## src/common/ccr_pkg.sv

```systemverilog
package ccr_pkg;
    // Byte addresses: printed offsets are not all multiples of four, so address = 4 * index
    localparam logic [7:0] IDX_BLOCK_CTRL = 8'h08;
    localparam logic [7:0] IDX_IFACE = 8'h09;
    localparam logic [7:0] IDX_OFF_LOW = 8'h0b;
    localparam logic [7:0] IDX_OFF_HIGH = 8'h0c;
    localparam logic [7:0] IDX_ON_TIME = 8'h0d;
    localparam logic [7:0] IDX_ADC_REF = 8'h0e;
    localparam logic [7:0] IDX_DAC_REF = 8'h0f;
    localparam logic [7:0] IDX_STATUS = 8'h10;
    localparam int ADDR_W = 8;
    localparam int IDX_LSB = 2;

    // Block control fields
    localparam int BIT_DAC_OFF = 3;
    localparam int BIT_ADC_OFF = 2;
    localparam int DIV_LSB = 0;
    localparam logic [7:0] BLOCK_RST = 8'h00;
    localparam logic [7:0] BLOCK_RSV_MASK = 8'h0f;

    // Interface fields
    localparam int BIT_LOOP = 7;
    localparam int BIT_RX_SEL = 6;
    localparam int BIT_RSV5 = 5;
    localparam int BIT_MASTER = 4;
    localparam int BIT_FLOAT = 3;
    localparam int BIT_TX_FIRST = 2;
    localparam int BIT_TX_SECOND = 1;
    localparam int BIT_PROTO = 0;
    localparam logic [7:0] IFACE_RST = 8'h24;
    localparam logic [7:0] IFACE_RSV_SET = 8'h20;

    localparam logic [7:0] BYTE_RST = 8'h00;
    localparam logic [1:0] DIV_BY1 = 2'b00;
    localparam logic [1:0] DIV_BY2 = 2'b01;
    localparam logic [1:0] DIV_BY4 = 2'b11;
    localparam logic [1:0] RESP_OKAY = 2'b00;
    localparam logic [1:0] RESP_SLVERR = 2'b10;
    localparam logic [31:0] WORD_ZERO = 32'h0000_0000;
endpackage

```

## src/design/ccr_top.sv

```systemverilog
`timescale 1ns/1ps
// How it works
// - DAC path bit set powers down converter and power amp outputs.
// - ADC path bit set shuts preamp, converter and decimator.
// - Divider code selects master clock division by one, two or four.
// - Slave-select pin at startup sets divider default, low gives 01.
// - Return-path bit routes ADC samples into the DAC input.
// - Receive select picks first or second 16-bit slot after sync.
// - Master bit selects master role, allowed only with long sync.
// - Float bit clear drives serial output through both slots.
// - Float bit set releases output in slots not enabled to send.
// - First-slot transmit enable sends ADC sample in first slot.
// - Second-slot transmit enable sends ADC sample in second slot.
// - Protocol bit: one short sync slave only, zero long sync.
// - Serial clock pin at startup sets protocol default, low gives 1.
// - Off-time is one 16-bit value from low and high byte registers.
// - On-time comes from its 8-bit register, reset zero.
// - ADC activity reference comes from its 8-bit register.
// - DAC activity reference comes from its 8-bit register.
// - All registers are 8 bits and reset to defaults.
module ccr_top
    import ccr_pkg::*;
(
    input wire logic CLOCK,
    input wire logic RESETN,
    input wire logic STRAP_SS,
    input wire logic STRAP_SCK,
    input wire logic FRAME_SYNC,
    input wire logic [7:0] S_AXI_AWADDR,
    input wire logic S_AXI_AWVALID,
    output logic S_AXI_AWREADY,
    input wire logic [31:0] S_AXI_WDATA,
    input wire logic [3:0] S_AXI_WSTRB,
    input wire logic S_AXI_WVALID,
    output logic S_AXI_WREADY,
    output logic [1:0] S_AXI_BRESP,
    output logic S_AXI_BVALID,
    input wire logic S_AXI_BREADY,
    input wire logic [7:0] S_AXI_ARADDR,
    input wire logic S_AXI_ARVALID,
    output logic S_AXI_ARREADY,
    output logic [31:0] S_AXI_RDATA,
    output logic [1:0] S_AXI_RRESP,
    output logic S_AXI_RVALID,
    input wire logic S_AXI_RREADY,
    output logic DAC_POWER_DOWN,
    output logic ADC_POWER_DOWN,
    output logic [1:0] MASTER_CLOCK_DIVIDER,
    output logic LOOPBACK_EN,
    output logic RX_SECOND_SLOT,
    output logic MASTER_MODE,
    output logic SHORT_FRAME_SYNC,
    output logic SLOT1_OE,
    output logic SLOT2_OE,
    output logic SLOT1_TX,
    output logic SLOT2_TX,
    output logic [15:0] SLEEP_OFF_TIME,
    output logic [7:0] SLEEP_ON_TIME,
    output logic [7:0] ADC_ACTIVITY_REFERENCE,
    output logic [7:0] DAC_ACTIVITY_REFERENCE
);

    // ==========================================================
    // Reset release and pin synchronisers
    // ==========================================================
    logic rst_meta_ff;
    logic rst_n_ff;
    logic ss_meta_ff, ss_sync_ff;
    logic sck_meta_ff, sck_sync_ff;
    logic fs_meta_ff, fs_sync_ff, fs_prev_ff;
    logic strap_done_ff;

    // Asynchronous assert, synchronous release
    always_ff @(posedge CLOCK or negedge RESETN) begin
        if (!RESETN) begin
            rst_meta_ff <= 1'b0;
            rst_n_ff <= 1'b0;
        end else begin
            rst_meta_ff <= 1'b1;
            rst_n_ff <= rst_meta_ff;
        end
    end

    // Pins cross from outside, two stages each
    always_ff @(posedge CLOCK or negedge rst_n_ff) begin
        if (!rst_n_ff) begin
            ss_meta_ff <= 1'b0;
            ss_sync_ff <= 1'b0;
            sck_meta_ff <= 1'b0;
            sck_sync_ff <= 1'b0;
            fs_meta_ff <= 1'b0;
            fs_sync_ff <= 1'b0;
            fs_prev_ff <= 1'b0;
        end else begin
            ss_meta_ff <= STRAP_SS;
            ss_sync_ff <= ss_meta_ff;
            sck_meta_ff <= STRAP_SCK;
            sck_sync_ff <= sck_meta_ff;
            fs_meta_ff <= FRAME_SYNC;
            fs_sync_ff <= fs_meta_ff;
            fs_prev_ff <= fs_sync_ff;
        end
    end

    wire fs_rise = fs_sync_ff & ~fs_prev_ff;

    // ==========================================================
    // AXI4-Lite slave
    // ==========================================================
    logic aw_held_ff, w_held_ff;
    logic [7:0] awaddr_ff;
    logic [31:0] wdata_ff;
    logic wstb_ff;
    logic bvalid_ff;
    logic [1:0] bresp_ff;
    logic rvalid_ff;
    logic [31:0] rdata_ff;
    logic [1:0] rresp_ff;
    logic awready_ff, wready_ff, arready_ff;
    logic nxt_aw_held, nxt_w_held, nxt_bvalid, nxt_rvalid;
    logic [7:0] block_ff, iface_ff, off_lo_ff, off_hi_ff, on_ff, adref_ff, daref_ff;
    logic [7:0] rd_byte;
    logic rd_hit;

    // Word index of a byte address, or all ones when misaligned
    function automatic logic [7:0] reg_index(input logic [7:0] addr);
        logic [7:0] idx;
        idx = {2'b00, addr[ADDR_W-1:IDX_LSB]};
        if (addr[IDX_LSB-1:0] != 2'b00) begin
            idx = 8'hff;
        end
        return idx;
    endfunction

    wire do_write = aw_held_ff & w_held_ff & ~bvalid_ff;
    wire [7:0] wr_idx = reg_index(awaddr_ff);
    wire [7:0] wr_byte = wdata_ff[7:0];
    wire wr_known = (wr_idx == IDX_BLOCK_CTRL) | (wr_idx == IDX_IFACE) |
                    (wr_idx == IDX_OFF_LOW) | (wr_idx == IDX_OFF_HIGH) |
                    (wr_idx == IDX_ON_TIME) | (wr_idx == IDX_ADC_REF) |
                    (wr_idx == IDX_DAC_REF);
    wire wr_en = do_write & wstb_ff & wr_known;

    // Address and data are captured independently, in any order
    always_ff @(posedge CLOCK or negedge rst_n_ff) begin
        if (!rst_n_ff) begin
            aw_held_ff <= 1'b0;
            w_held_ff <= 1'b0;
            awaddr_ff <= 8'h00;
            wdata_ff <= WORD_ZERO;
            wstb_ff <= 1'b0;
        end else begin
            if (S_AXI_AWVALID && S_AXI_AWREADY) begin
                aw_held_ff <= 1'b1;
                awaddr_ff <= S_AXI_AWADDR;
            end else if (do_write) begin
                aw_held_ff <= 1'b0;
            end
            if (S_AXI_WVALID && S_AXI_WREADY) begin
                w_held_ff <= 1'b1;
                wdata_ff <= S_AXI_WDATA;
                wstb_ff <= S_AXI_WSTRB[0];
            end else if (do_write) begin
                w_held_ff <= 1'b0;
            end
        end
    end

    // Write response; unmapped addresses answer SLVERR
    always_ff @(posedge CLOCK or negedge rst_n_ff) begin
        if (!rst_n_ff) begin
            bvalid_ff <= 1'b0;
            bresp_ff <= RESP_OKAY;
        end else if (do_write) begin
            bvalid_ff <= 1'b1;
            bresp_ff <= wr_known ? RESP_OKAY : RESP_SLVERR;
        end else if (S_AXI_BREADY) begin
            bvalid_ff <= 1'b0;
        end
    end

    // Read mux, reserved bits come back as stored defaults
    always_comb begin
        rd_byte = 8'h00;
        rd_hit = 1'b1;
        case (reg_index(S_AXI_ARADDR))
            IDX_BLOCK_CTRL: rd_byte = block_ff;
            IDX_IFACE: rd_byte = iface_ff;
            IDX_OFF_LOW: rd_byte = off_lo_ff;
            IDX_OFF_HIGH: rd_byte = off_hi_ff;
            IDX_ON_TIME: rd_byte = on_ff;
            IDX_ADC_REF: rd_byte = adref_ff;
            IDX_DAC_REF: rd_byte = daref_ff;
            IDX_STATUS: rd_byte = {4'h0, SLOT2_TX, SLOT1_TX, SLOT2_OE, SLOT1_OE};
            default: rd_hit = 1'b0;
        endcase
    end

    // Read answer, held until taken
    always_ff @(posedge CLOCK or negedge rst_n_ff) begin
        if (!rst_n_ff) begin
            rvalid_ff <= 1'b0;
            rdata_ff <= WORD_ZERO;
            rresp_ff <= RESP_OKAY;
        end else if (S_AXI_ARVALID && S_AXI_ARREADY) begin
            rvalid_ff <= 1'b1;
            rdata_ff <= {24'h000000, rd_byte};
            rresp_ff <= rd_hit ? RESP_OKAY : RESP_SLVERR;
        end else if (S_AXI_RREADY) begin
            rvalid_ff <= 1'b0;
        end
    end

    assign S_AXI_BVALID = bvalid_ff;
    assign S_AXI_BRESP = bresp_ff;
    assign S_AXI_RVALID = rvalid_ff;
    assign S_AXI_RDATA = rdata_ff;
    assign S_AXI_RRESP = rresp_ff;

    // ==========================================================
    // Registered readys
    // ==========================================================
    // Next holding state; readys are flops, so they must look one edge ahead
    always_comb begin
        nxt_aw_held = aw_held_ff;
        nxt_w_held = w_held_ff;
        nxt_bvalid = bvalid_ff;
        nxt_rvalid = rvalid_ff;
        if (S_AXI_AWVALID && S_AXI_AWREADY) begin
            nxt_aw_held = 1'b1;
        end else if (do_write) begin
            nxt_aw_held = 1'b0;
        end
        if (S_AXI_WVALID && S_AXI_WREADY) begin
            nxt_w_held = 1'b1;
        end else if (do_write) begin
            nxt_w_held = 1'b0;
        end
        if (do_write) begin
            nxt_bvalid = 1'b1;
        end else if (S_AXI_BREADY) begin
            nxt_bvalid = 1'b0;
        end
        if (S_AXI_ARVALID && S_AXI_ARREADY) begin
            nxt_rvalid = 1'b1;
        end else if (S_AXI_RREADY) begin
            nxt_rvalid = 1'b0;
        end
    end

    // Low in reset and while a stage is full or an answer waits
    always_ff @(posedge CLOCK or negedge rst_n_ff) begin
        if (!rst_n_ff) begin
            awready_ff <= 1'b0;
            wready_ff <= 1'b0;
            arready_ff <= 1'b0;
        end else begin
            awready_ff <= ~nxt_aw_held & ~nxt_bvalid;
            wready_ff <= ~nxt_w_held & ~nxt_bvalid;
            arready_ff <= ~nxt_rvalid;
        end
    end

    assign S_AXI_AWREADY = awready_ff;
    assign S_AXI_WREADY = wready_ff;
    assign S_AXI_ARREADY = arready_ff;

    // ==========================================================
    // Configuration registers
    // ==========================================================
    // Straps are caught once the synchronisers hold the pin level
    // One stage earlier would read the synchroniser reset value, not the pin
    logic strap_wait_ff;
    logic strap_ready_ff;
    always_ff @(posedge CLOCK or negedge rst_n_ff) begin
        if (!rst_n_ff) begin
            strap_wait_ff <= 1'b0;
            strap_ready_ff <= 1'b0;
            strap_done_ff <= 1'b0;
        end else begin
            strap_wait_ff <= 1'b1;
            strap_ready_ff <= strap_wait_ff;
            strap_done_ff <= strap_ready_ff;
        end
    end
    wire strap_take = strap_ready_ff & ~strap_done_ff;

    // Block control; a reserved code 10 is stored as written
    always_ff @(posedge CLOCK or negedge rst_n_ff) begin
        if (!rst_n_ff) begin
            block_ff <= BLOCK_RST;
        end else if (strap_take) begin
            block_ff[DIV_LSB+1:DIV_LSB] <= ss_sync_ff ? DIV_BY1 : DIV_BY2;
        end else if (wr_en && wr_idx == IDX_BLOCK_CTRL) begin
            block_ff <= wr_byte & BLOCK_RSV_MASK;
        end
    end

    // Interface setup; bit 5 always reads one
    always_ff @(posedge CLOCK or negedge rst_n_ff) begin
        if (!rst_n_ff) begin
            iface_ff <= IFACE_RST;
        end else if (strap_take) begin
            iface_ff[BIT_PROTO] <= ~sck_sync_ff;
        end else if (wr_en && wr_idx == IDX_IFACE) begin
            iface_ff <= wr_byte | IFACE_RSV_SET;
        end
    end

    // Sleep-function bytes
    always_ff @(posedge CLOCK or negedge rst_n_ff) begin
        if (!rst_n_ff) begin
            off_lo_ff <= BYTE_RST;
            off_hi_ff <= BYTE_RST;
            on_ff <= BYTE_RST;
            adref_ff <= BYTE_RST;
            daref_ff <= BYTE_RST;
        end else if (wr_en) begin
            if (wr_idx == IDX_OFF_LOW) off_lo_ff <= wr_byte;
            if (wr_idx == IDX_OFF_HIGH) off_hi_ff <= wr_byte;
            if (wr_idx == IDX_ON_TIME) on_ff <= wr_byte;
            if (wr_idx == IDX_ADC_REF) adref_ff <= wr_byte;
            if (wr_idx == IDX_DAC_REF) daref_ff <= wr_byte;
        end
    end

    // ==========================================================
    // Control outputs, registered
    // ==========================================================
    // Master only honoured with long sync, so a bad combination falls back to slave
    always_ff @(posedge CLOCK or negedge rst_n_ff) begin
        if (!rst_n_ff) begin
            DAC_POWER_DOWN <= 1'b0;
            ADC_POWER_DOWN <= 1'b0;
            MASTER_CLOCK_DIVIDER <= DIV_BY1;
            LOOPBACK_EN <= 1'b0;
            MASTER_MODE <= 1'b0;
            SHORT_FRAME_SYNC <= 1'b0;
            SLEEP_OFF_TIME <= 16'h0000;
            SLEEP_ON_TIME <= BYTE_RST;
            ADC_ACTIVITY_REFERENCE <= BYTE_RST;
            DAC_ACTIVITY_REFERENCE <= BYTE_RST;
        end else begin
            DAC_POWER_DOWN <= block_ff[BIT_DAC_OFF];
            ADC_POWER_DOWN <= block_ff[BIT_ADC_OFF];
            MASTER_CLOCK_DIVIDER <= block_ff[DIV_LSB+1:DIV_LSB];
            LOOPBACK_EN <= iface_ff[BIT_LOOP];
            MASTER_MODE <= iface_ff[BIT_MASTER] & ~iface_ff[BIT_PROTO];
            SHORT_FRAME_SYNC <= iface_ff[BIT_PROTO];
            SLEEP_OFF_TIME <= {off_hi_ff, off_lo_ff};
            SLEEP_ON_TIME <= on_ff;
            ADC_ACTIVITY_REFERENCE <= adref_ff;
            DAC_ACTIVITY_REFERENCE <= daref_ff;
        end
    end

    // Slot settings latch at frame sync so no slot is split
    always_ff @(posedge CLOCK or negedge rst_n_ff) begin
        if (!rst_n_ff) begin
            RX_SECOND_SLOT <= 1'b0;
            SLOT1_TX <= 1'b1;
            SLOT2_TX <= 1'b0;
            SLOT1_OE <= 1'b1;
            SLOT2_OE <= 1'b1;
        end else if (fs_rise) begin
            RX_SECOND_SLOT <= iface_ff[BIT_RX_SEL];
            SLOT1_TX <= iface_ff[BIT_TX_FIRST];
            SLOT2_TX <= iface_ff[BIT_TX_SECOND];
            // Drive always when float is off, else only in sending slots
            SLOT1_OE <= ~iface_ff[BIT_FLOAT] | iface_ff[BIT_TX_FIRST];
            SLOT2_OE <= ~iface_ff[BIT_FLOAT] | iface_ff[BIT_TX_SECOND];
        end
    end

endmodule // ccr_top

```

## config.mk

```make
export PLATFORM = sky130hd
export DESIGN_NAME = ccr_top
export DESIGN_NICKNAME = d
export VERILOG_FILES = /design/src/common/ccr_pkg.sv /design/src/design/ccr_top.sv
export SDC_FILE = /design/constraint.sdc
export NUM_CORES = 1
export LEC_CHECK = 0
export ABC_AREA = 1
export BUFFER_PORTS_ARGS = -buffer_cell sky130_fd_sc_hd__buf_2
export CORE_MARGIN = 2
export CORE_UTILIZATION = 55
export CTS_BUF_LIST = sky130_fd_sc_hd__clkbuf_8
export DETAILED_ROUTE_END_ITERATION = 12
export HOLD_SLACK_MARGIN = 0.08
export MAX_ROUTING_LAYER = met4
export PLACE_DENSITY = 0.87
export SLEW_MARGIN = 10
export SYNTH_ARGS = -nofsm -noshare
export SYNTH_HDL_FRONTEND = slang
export SYNTH_SLANG_ARGS = --single-unit
```

## constraint.sdc

```tcl
create_clock -name CLOCK -period 12.1 [get_ports CLOCK]
set_clock_uncertainty 0.15 [all_clocks]
set_input_delay 2.42 -clock CLOCK [delete_from_list [all_inputs] [get_ports CLOCK]]
set_output_delay 2.42 -clock CLOCK [all_outputs]
set_load 0.1 [all_outputs]
```

==> Yosys cells after proc, flatten, opt, wreduce, memory -nomap -nowiden <==
Cells that the tools add are included.
{ "op_classes": {"n_mux": 19, "n_bitwise": 28, "n_eq_ne": 15, "reduce_logical": 17} }
{ "op_table": {"columns": ["cell", "n"], "rows": [
  ["$eq 8x4->1 const B", 14],
  ["$pmux 8 s8", 1],
  ["$mux 8", 2],
  ["$reduce_and 2->1", 7],
  ["$mux 1", 12],
  ["$not 1->1", 11],
  ["$and 1x1->1", 9],
  ["$eq 8x5->1 const B", 1],
  ["$mux 2", 4],
  ["$or 1x1->1", 8],
  ["$reduce_bool 2->1", 4],
  ["$reduce_or 8->1", 1],
  ["$logic_and 1x1->1", 5]
]} }
{ "word_totals": {"inputBits": 62, "regBits": 151, "out_inout_bits": 93, "word_cells": 128} }

==> Depth between registers and ports, before layout <==
Gate-level depths: netlist of run 1.
{ "depth": {"depth_word": 13, "depth_mapped": 10, "mapped_depth_nobuf": 10} }

==> Worst setup path before layout of run 1 <==
Ideal clock, no wire load.
{ "synth_timing": {"kind": "input -> register", "start": "input S_AXI_ARADDR[1]", "end": "register rdata_ff[1] (netlist: S_AXI_RDATA[1])", "required_time_ps": 11882, "n_path_buf": 1, "setup_time_ps": 68, "t_arrival_ps": 3322, "cell_stages": 10, "slack_ps": 8560, "cell_sequence": "nor2_4 > nand2_1 > nor2_1 > buf_2 > nand3_1 > nand2_1 > nor2_1 > nand2_1 > nand2_1 > nand2_1"} }
{ "synth_via": {"elab_chain_len": 4, "elab_cells_between_ends": 11, "classes_between": "8 x eq/ne; 2 x mux; 1 x reduce/logical"} }
{ "synth_lines": {"columns": ["element", "line", "source"], "rows": [
  ["start, declared", "ccr_top.sv:39", "input wire logic [7:0] S_AXI_ARADDR,"],
  ["$reduce_bool 2->1 *", "ccr_top.sv:129", "if (addr[IDX_LSB-1:0] != 2'b00) begin"],
  ["$mux 8 *", "ccr_top.sv:129", null],
  ["$eq 8x5->1 / $eq 8x4->1 (equally long branches)", "ccr_top.sv:186", "case (reg_index(S_AXI_ARADDR))"],
  ["$pmux 8 s8 *", "ccr_top.sv:186", null],
  ["end signal, assigned", "ccr_top.sv:207", "rdata_ff <= {24'h000000, rd_byte};"],
  ["end, declared", "ccr_top.sv:117", "logic [31:0] rdata_ff;"]
]} }
Mark *: on every way between the ends. The rest lies on a longest branch, timed or not.
A chain may end at the register's enable or synchronous reset.

==> Final worst setup path of run 1 <==
{ "layout_timing": {"start": "register SLOT2_OE", "end": "output SLOT2_OE"} }
{ "layout_lines": {"columns": ["element", "line", "source"], "rows": [
  ["start, declared", "ccr_top.sv:54", "output logic SLOT2_OE,"],
  ["start signal, assigned", "ccr_top.sv:371", "SLOT2_OE <= ~iface_ff[BIT_FLOAT] | iface_ff[BIT_TX_SECOND];"]
]} }
No word-level cell between the ends.

==> results.cfg, run 1 <==
[clocking]
cts_tree = done
ctsHoldBuffers = 0
cts_setup_buffers = 0
insertion_delay_ns = 0.44
clock_path_buffers = 2
cts_sinks = 149
root_buffer = clkbuf_8
clk_pin_slew_ns = 0.09
htree_levels = 4
cts_resized = 0
cts_inserted_buffers = 17

[global_route]
grt_pass1_vias = 4462
grt_antenna_before_repair = 0
grt_max_degree = 87
grt_pass1_wl_um = 21700
grt-ovfl-total = 0
grtUsageTotal_pct = 25.2

[sta]
drv_slew = 0
fin_setup_tns_ns = 0
setup_viol = 0
clock.fmax_mhz = 250
rsz0062_at_grt = false
hold_viol = 0
period_minus_slack_ns = 4.00
worst_slew_pin_slew_ns = 1.05
max_slew_margin_pct = 30.1
post-route-period-util_pct = 33.1

[power]
clockPowerShare_pct = 31.4
cellLeakagePower_nw = 3.93
ir_drop_v = 0.000186
switching_share_pct = 37.5
p_seq_share_pct = 48.6
p_int_uw = 792
p_per_area_nw_per_um2 = 182
p_comb_share_pct = 20.0
finalPower_mw = 1.27
switchingPower_uw = 475

[floorplanning]
start_util_pct = 55.9
core_area_sq_um = 10800
die_y_um = 109
die-area_sq_um = 11800
io_pins = 155
die_x_um = 109
rows = 38

[layout]
ff_latch_area_sq_um = 3740
drive_gt1_share_pct = 23.8
layout_common_cells = 191 x nand2_1, 144 x dfrtp_1, 101 x buf_2, 67 x nand3_1, 49 x nor2_1
area_growth_syn_to_layout_pct = 15.5
finalNetCount = 794
multi_input_area_sq_um = 1990
n_antenna_cell = 0
final_common_cell = nand2_1
fillers = 839

[setup_path]
cp_top_family = flip-flops
critPathArrivalTime_ns = 1.43
cpPeakStageDelay_ns = 0.56
r2r_start = S_AXI_BVALID$_DFF_PN0_
crit_end = SLOT2_OE
ff2ff_path_depth = 7
crit_start = SLOT2_OE$_DFFE_PN1P_
crit_fanout = 3
cp_num_cells = 1
path_buf_inv = 1
crit_path_top_delay_cell = dfstp_2
cp_cell_sequence = buf_2
cp-start-kind = flip-flop
critPathCaptureType = output pin
r2r-end = daref_ff[6]$_DFFE_PN0P_
r2r_slack_ns = 9.89
crit_type = flip-flop to output pin
required_ns = 9.53

[logic_synthesis]
synth_flop_cell = dfrtp_1
synthSimpleGateAreaFrac_pct = 24.7
netlist_instances = 626
muxShareOfSynthArea_pct = 1.87
postSynth.asyncResetShare_pct = 100
synth_compound_area_share_pct = 4.62
ys_warn_count = 0
syn_area_sq_um = 6030
synth_edf_count = 0
synth-adder-area-share_pct = 0
synth_xor_area_share_pct = 0
ys_seq_area_share_pct = 61.9
synth_cell_types = 28
avgSynthCellArea_sq_um = 9.64
synth_top_family_by_area = simple AND/OR/NAND/NOR gates
yosys_register_bits = 149

[placement]
port_buffers = 101
gp_congestion = 0.936
dp_hpwl_um = 9660

[route]
drc = 0
ant_nets = 0
viasPerCell = 5.24
dr.pass1.iters = 5
drt_iter0_drc = 379
route.detailed.wl_per_inst_um = 15.3
routed_wl_um = 13500
vias = 4635

[job]
max_cap_violations = 0

[hold_path]
min_path_type = flip-flop to flip-flop

[outcome]
status = completed
## final cells by class
class	instances	share of cell area [%]
clock buffer	18	3.56
clock inverter	14	2.41
inverter	35	1.89
multi-input combinational	426	28.5
sequential	149	53.7
tap	140	2.51
timing repair buffer	103	7.47
## Yosys cell counts (all sizes together) (4+ instances only)
master,instances,area (sq um)
nand2,195,752
dfrtp,145,3630
nand3,68,345
nor2,63,330
o21ai,41,209
buf,37,262
inv,33,124
a21oi,14,70.1
mux2,10,113
clkbuf,5,18.8
nand4,5,43.8
dfstp,4,105
## per-layer routing
layer  GRT usage, %  up-vias  routed length, um
li1               -     2154                  -
met1           31.4     2182               5210
met2           38.6      259               6500
met3           6.40       40               1310
met4           12.4        0                497
met5              -        -                  0
## state kept, by name, indices dropped and copies added (netlist names), 2 cells and up
| signal | cells |
|---|---|
| off_lo_ff | 8 |
| block_ff | 4 |
| wdata_ff | 8 |
| SLEEP_OFF_TIME | 16 |
| off_hi_ff | 8 |
| ADC_ACTIVITY_REFERENCE | 8 |
| on_ff | 8 |
| iface_ff | 7 |
| adref_ff | 8 |
| MASTER_CLOCK_DIVIDER | 2 |
| daref_ff | 8 |
| S_AXI_RDATA | 8 |
| SLEEP_ON_TIME | 8 |
| DAC_ACTIVITY_REFERENCE | 8 |
| awaddr_ff | 8 |
## worst min-delay path by stage
| stage | cells past startpoint | from | end | slack, ns |
|---|---|---|---|---|
| 2_1_floorplan | 0 | fs_meta_ff$_DFF_PN0_ | fs_sync_ff$_DFF_PN0_ | 0.18 |
| 6_report | 0 | rst_meta_ff$_DFF_PN0_ | rst_n_ff$_DFF_PN0_ | 0.20 |
| 4_1_cts | 0 | rst_meta_ff$_DFF_PN0_ | rst_n_ff$_DFF_PN0_ | 0.20 |
| 3_5_place_dp | 0 | rst_meta_ff$_DFF_PN0_ | rst_n_ff$_DFF_PN0_ | 0.18 |
| 3_3_place_gp | 0 | strap_wait_ff$_DFF_PN0_ | strap_ready_ff$_DFF_PN0_ | 0.18 |
| 5_1_grt | 0 | sck_meta_ff$_DFF_PN0_ | sck_sync_ff$_DFF_PN0_ | 0.21 |
## metrics by stage
step | util [%] | hold WS [ns] | setup WS (ns) | std cells | area, sq um
floorplan | - | 0.181 | 7.50 | 652 | 6130
global placement | 60.7 | 0.181 | 7.80 | 853 | 6550
detailed placement | 60.7 | 0.185 | 7.79 | 853 | 6550
CTS | 64.5 | 0.204 | 8.08 | 885 | 6970
global route | 64.5 | 0.209 | 7.95 | 885 | 6970
finish | 64.5 | 0.203 | 8.10 | 885 | 6970
## logic make-up after synthesis
kind of cell           Yosys count
AND/OR/NAND/NOR                333
flip-flops                     149
buffers and inverters           77
AO/OA/AOI/OAI                   55
multiplexers                    10
other                            2
## power groups by stage
stage / clock [mW] / sequential [mW] / combinational (mW)
finish: 0.398 / 0.616 / 0.253
global route: 0.426 / 0.621 / 0.272
CTS: 0.403 / 0.612 / 0.254
detailed placement: 0 / 0.622 / 0.254
global placement: 0 / 0.621 / 0.246
floorplan: 0 / 0.677 / 0.143
No activity file was read; power rests on OpenSTA's default activity.
==> run 2: changes to the inputs <==
clock period = 4.1 ns   (was 12.1 ns; I/O delays follow)
==> results.cfg, run 2 (synthesis gave the netlist of run 1 again) <==
[clocking]
htree_levels = 4
cts_sinks = 149
cts_resized = 0
cts_setup_buffers = 0
cts_inserted_buffers = 17
root_buffer = clkbuf_8
clock_path_buffers = 2
insertion_delay_ns = 0.45
clk_pin_slew_ns = 0.08
cts_tree = done

[layout]
area_growth_syn_to_layout_pct = 15.1
multi_input_area_sq_um = 1990
n_antenna_cell = 0
fin_util_pct = 64.4
ff_latch_area_sq_um = 3740
final_common_cell = nand2_1
finalNetCount = 796
layout_common_cells = 191 x nand2_1, 144 x dfrtp_1, 101 x buf_2, 67 x nand3_1, 49 x nor2_1
layoutNonFillerInstCount = 887
drive_gt1_share_pct = 23.6
largest_reg_flops = 16
regMostFlops = SLEEP_OFF_TIME
fillers = 871

[global_route]
grt_max_degree = 80
grt_antenna_before_repair = 0
grt-ovfl-total = 0
grt_pass1_vias = 4296
grt_pass1_wl_um = 21400
grtUsageTotal_pct = 24.9

[route]
viasPerCell = 5.21
dr.pass1.iters = 4
ant_nets = 0
drt_iter0_drc = 453
vias = 4618
route.detailed.wl_per_inst_um = 15.1
drc = 0
routed_wl_um = 13400

[sta]
drv_slew = 0
setup_viol = 0
period_minus_slack_ns = 2.40
worst_hold_slack_ns = 0.203
post-route-period-util_pct = 58.6
max_slew_margin_pct = 42.1
hold_viol = 0
worst_slew_pin_slew_ns = 0.868
clock.fmax_mhz = 416
fin_setup_tns_ns = 0
rsz0062_at_grt = false

[outcome]
status = completed

[placement]
dp.cells = 854
gp_congestion = 0.943
dp_hpwl_um = 9580
port_buffers = 101

[setup_path]
cpPeakStageDelay_ns = 0.56
critPathCaptureType = output pin
crit_type = flip-flop to output pin
cp-start-kind = flip-flop
crit_path_top_delay_cell = dfstp_2
required_ns = 3.13
path_buf_inv = 1
cp_cell_sequence = buf_2
cp_top_family = flip-flops
critPathArrivalTime_ns = 1.43
crit_fanout = 3

[floorplanning]
die_x_um = 109
die_y_um = 109
io_pins = 155
die-area_sq_um = 11800
core_area_sq_um = 10800
start_util_pct = 55.9
rows = 38

[power]
p_per_area_nw_per_um2 = 519
finalPower_mw = 3.61
cellLeakagePower_nw = 3.91
ir_drop_v = 0.000502

[job]
max_cap_violations = 0

[hold_path]
min_path_type = flip-flop to flip-flop
## run 2: path summary, 6_finish.rpt
check                      slack [ns]                 endpoint                     start  depth (start not counted)
min in group asynchronous        0.29     aw_held_ff$_DFF_PN0_        rst_n_ff$_DFF_PN0_                          0
max reg2reg                      1.92  daref_ff[7]$_DFFE_PN0P_  awaddr_ff[1]$_DFFE_PN0P_                          9
min reg2reg                      0.20     ss_sync_ff$_DFF_PN0_      ss_meta_ff$_DFF_PN0_                          0
max                              1.70                 SLOT1_OE      SLOT1_OE$_DFFE_PN1P_                          1
max in group asynchronous        2.61  iface_ff[2]$_DFFE_PN1P_        rst_n_ff$_DFF_PN0_                          1
min                              0.20     ss_sync_ff$_DFF_PN0_      ss_meta_ff$_DFF_PN0_                          0
## run 2: repair_timing
item,CTS,global route
setup endpoints to repair,0,0
hold buffers,1,0
endpoints found under the hold margin,2,0
## run 2: metal layers
metal / up-vias / routed length (um) / global-route usage (%)
met5: - / 0 / -
met1: 2196 / 5490 / 32.3
met3: 28 / 1120 / 5.98
met2: 222 / 6390 / 37.7
met4: 0 / 367 / 10.6
li1: 2172 / - / -
## run 2: metrics by stage
stage               worst slack, ns  area, sq um
finish                         1.70         6950
global route                   1.63         6950
CTS                            1.68         6950
detailed placement             1.35         6570
global placement               1.43         6570
floorplan                      1.48         6130
## run 2: layout make-up
type	instances	area share (%)
clock inverter	15	1.89
clock buffer	17	3.37
multi-input combinational	426	28.6
timing repair buffer	105	7.93
sequential	149	53.8
tap	140	2.52
inverter	35	1.89
## run 2: power breakdown
group	leakage [nW]	internal [mW]	switching, mW
sequential	1.94	1.61	0.209
combinational	1.80	0.155	0.594
clock	0.174	0.480	0.559
==> run 3: changes to the inputs <==
clock period = 2.35 ns   (was 4.1 ns; I/O delays follow)
==> results.cfg, run 3 (synthesis gave the netlist of run 1 again) <==
[sta]
setup_viol = 0
worst_hold_slack_ns = 0.104
fin_setup_tns_ns = 0
clock.fmax_mhz = 490
rsz0062_at_grt = false
post-route-period-util_pct = 86.8
hold_viol = 0
max_slew_margin_pct = 48.3
worst_slew_pin_slew_ns = 0.776
period_minus_slack_ns = 2.04
drv_slew = 0

[setup_path]
crit_fanout = 24
cp-start-kind = flip-flop
crit_type = flip-flop to flip-flop
critPathCaptureType = flip-flop
critPathArrivalTime_ns = 2.26
required_ns = 2.57

[clocking]
clk_pin_slew_ns = 0.08
cts_sinks = 149
htree_levels = 4
cts_tree = done
cts_setup_buffers = 0
insertion_delay_ns = 0.44
cts_inserted_buffers = 17
root_buffer = clkbuf_8
clock_path_buffers = 2

[floorplanning]
die_x_um = 109
io_pins = 155
die_y_um = 109
die-area_sq_um = 11800
core_area_sq_um = 10800
start_util_pct = 55.9
rows = 38

[route]
ant_nets = 0
routed_wl_um = 13800
vias = 4779
dr.pass1.iters = 6
route.detailed.wl_per_inst_um = 15.4
drc = 0
viasPerCell = 5.35
drt_iter0_drc = 485

[global_route]
grt-ovfl-total = 0
grt_pass1_vias = 4646
grt_antenna_before_repair = 0
grt_pass1_wl_um = 22300
grt_max_degree = 148
grtUsageTotal_pct = 25.8

[layout]
finalNetCount = 803
regMostFlops = SLEEP_OFF_TIME
layout_common_cells = 191 x nand2_1, 144 x dfrtp_1, 101 x buf_2, 67 x nand3_1, 49 x nor2_1
ff_latch_area_sq_um = 3740
area_growth_syn_to_layout_pct = 18.4
fillers = 840
n_antenna_cell = 0
largest_reg_flops = 16
multi_input_area_sq_um = 1990
drive_gt1_share_pct = 23.9
final_common_cell = nand2_1

[outcome]
status = completed

[hold_path]
min_path_type = input port to flip-flop

[power]
p_per_area_nw_per_um2 = 965
ir_drop_v = 0.00104
cellLeakagePower_nw = 4.02

[job]
max_cap_violations = 0

[placement]
gp_congestion = 0.924
port_buffers = 101
dp_hpwl_um = 9620
run 3: final timing paths:
check / start / endpoint / slack, ns / cells past startpoint
worst max-delay path: awaddr_ff[1]$_DFFE_PN0P_ / daref_ff[7]$_DFFE_PN0P_ / 0.31 / 9
worst min-delay path: S_AXI_AWADDR[0] / awaddr_ff[0]$_DFFE_PN0P_ / 0.10 / 2
worst max register to register: awaddr_ff[1]$_DFFE_PN0P_ / daref_ff[7]$_DFFE_PN0P_ / 0.31 / 9
worst min register to register: strap_wait_ff$_DFF_PN0_ / strap_ready_ff$_DFF_PN0_ / 0.20 / 0
max in group asynchronous: rst_n_ff$_DFF_PN0_ / off_lo_ff[7]$_DFFE_PN0P_ / 1.18 / 1
min in group asynchronous: RESETN / rst_n_ff$_DFF_PN0_ / 0.18 / 2
run 3: critical path, stage by stage (launching register included):
cell,delay (ns)
dfrtp_1,0.41
nor2_4,0.15
inv_2,0.09
nor2_4,0.11
nand2_2,0.11
nand2_4,0.13
nand2_4,0.21
nor2_2,0.40
nand2_1,0.11
o21ai_1,0.10
run 3: layout make-up:
type                    instances  area share, %
inverters                      35           1.84
clock buffers                  17           3.28
multi-input cells             426           27.8
flip-flops and latches        149           52.3
well taps                     140           2.45
repair buffers                112           8.72
clock inverters                14           3.59
run 3: metal layers:
metal / global-route usage (%) / share of wire [%] / vias to the layer above
met4: 12.9 / 3.3 / 0
met5: - / 0 / -
met3: 6.63 / 8.9 / 44
met1: 30.9 / 39 / 2289
met2: 41.0 / 48 / 267
li1: - / - / 2179
run 3: through the flow:
| step | utilization (%) | total power, mW | setup slack, ns | std cells | instance area [sq um] |
|---|---|---|---|---|---|
| finish | 66.2 | 6.89 | 0.310 | 893 | 7140 |
| global route | 66.2 | 7.16 | 0.143 | 893 | 7140 |
| CTS | 66.2 | 6.92 | 0.293 | 893 | 7140 |
| detailed placement | 61.3 | 4.52 | 0.348 | 858 | 6610 |
| global placement | 61.3 | 4.47 | 0.425 | 858 | 6610 |
| floorplan | - | 4.22 | 0.275 | 652 | 6130 |
run 3: power by group:
| group | internal [mW] | leakage [nW] | switching [mW] |
|---|---|---|---|
| Clock | 1.47 | 0.244 | 0.934 |
| Combinational | 0.275 | 1.84 | 1.05 |
| Sequential | 2.81 | 1.94 | 0.349 |
| Total | 4.55 | 4.02 | 2.34 |
run 3: repair_timing:
action / 4_1_cts / 5_1_grt
hold buffers: 4 / 0
hold endpoints to repair: 5 / 0
gates resized for setup: 0 / 0
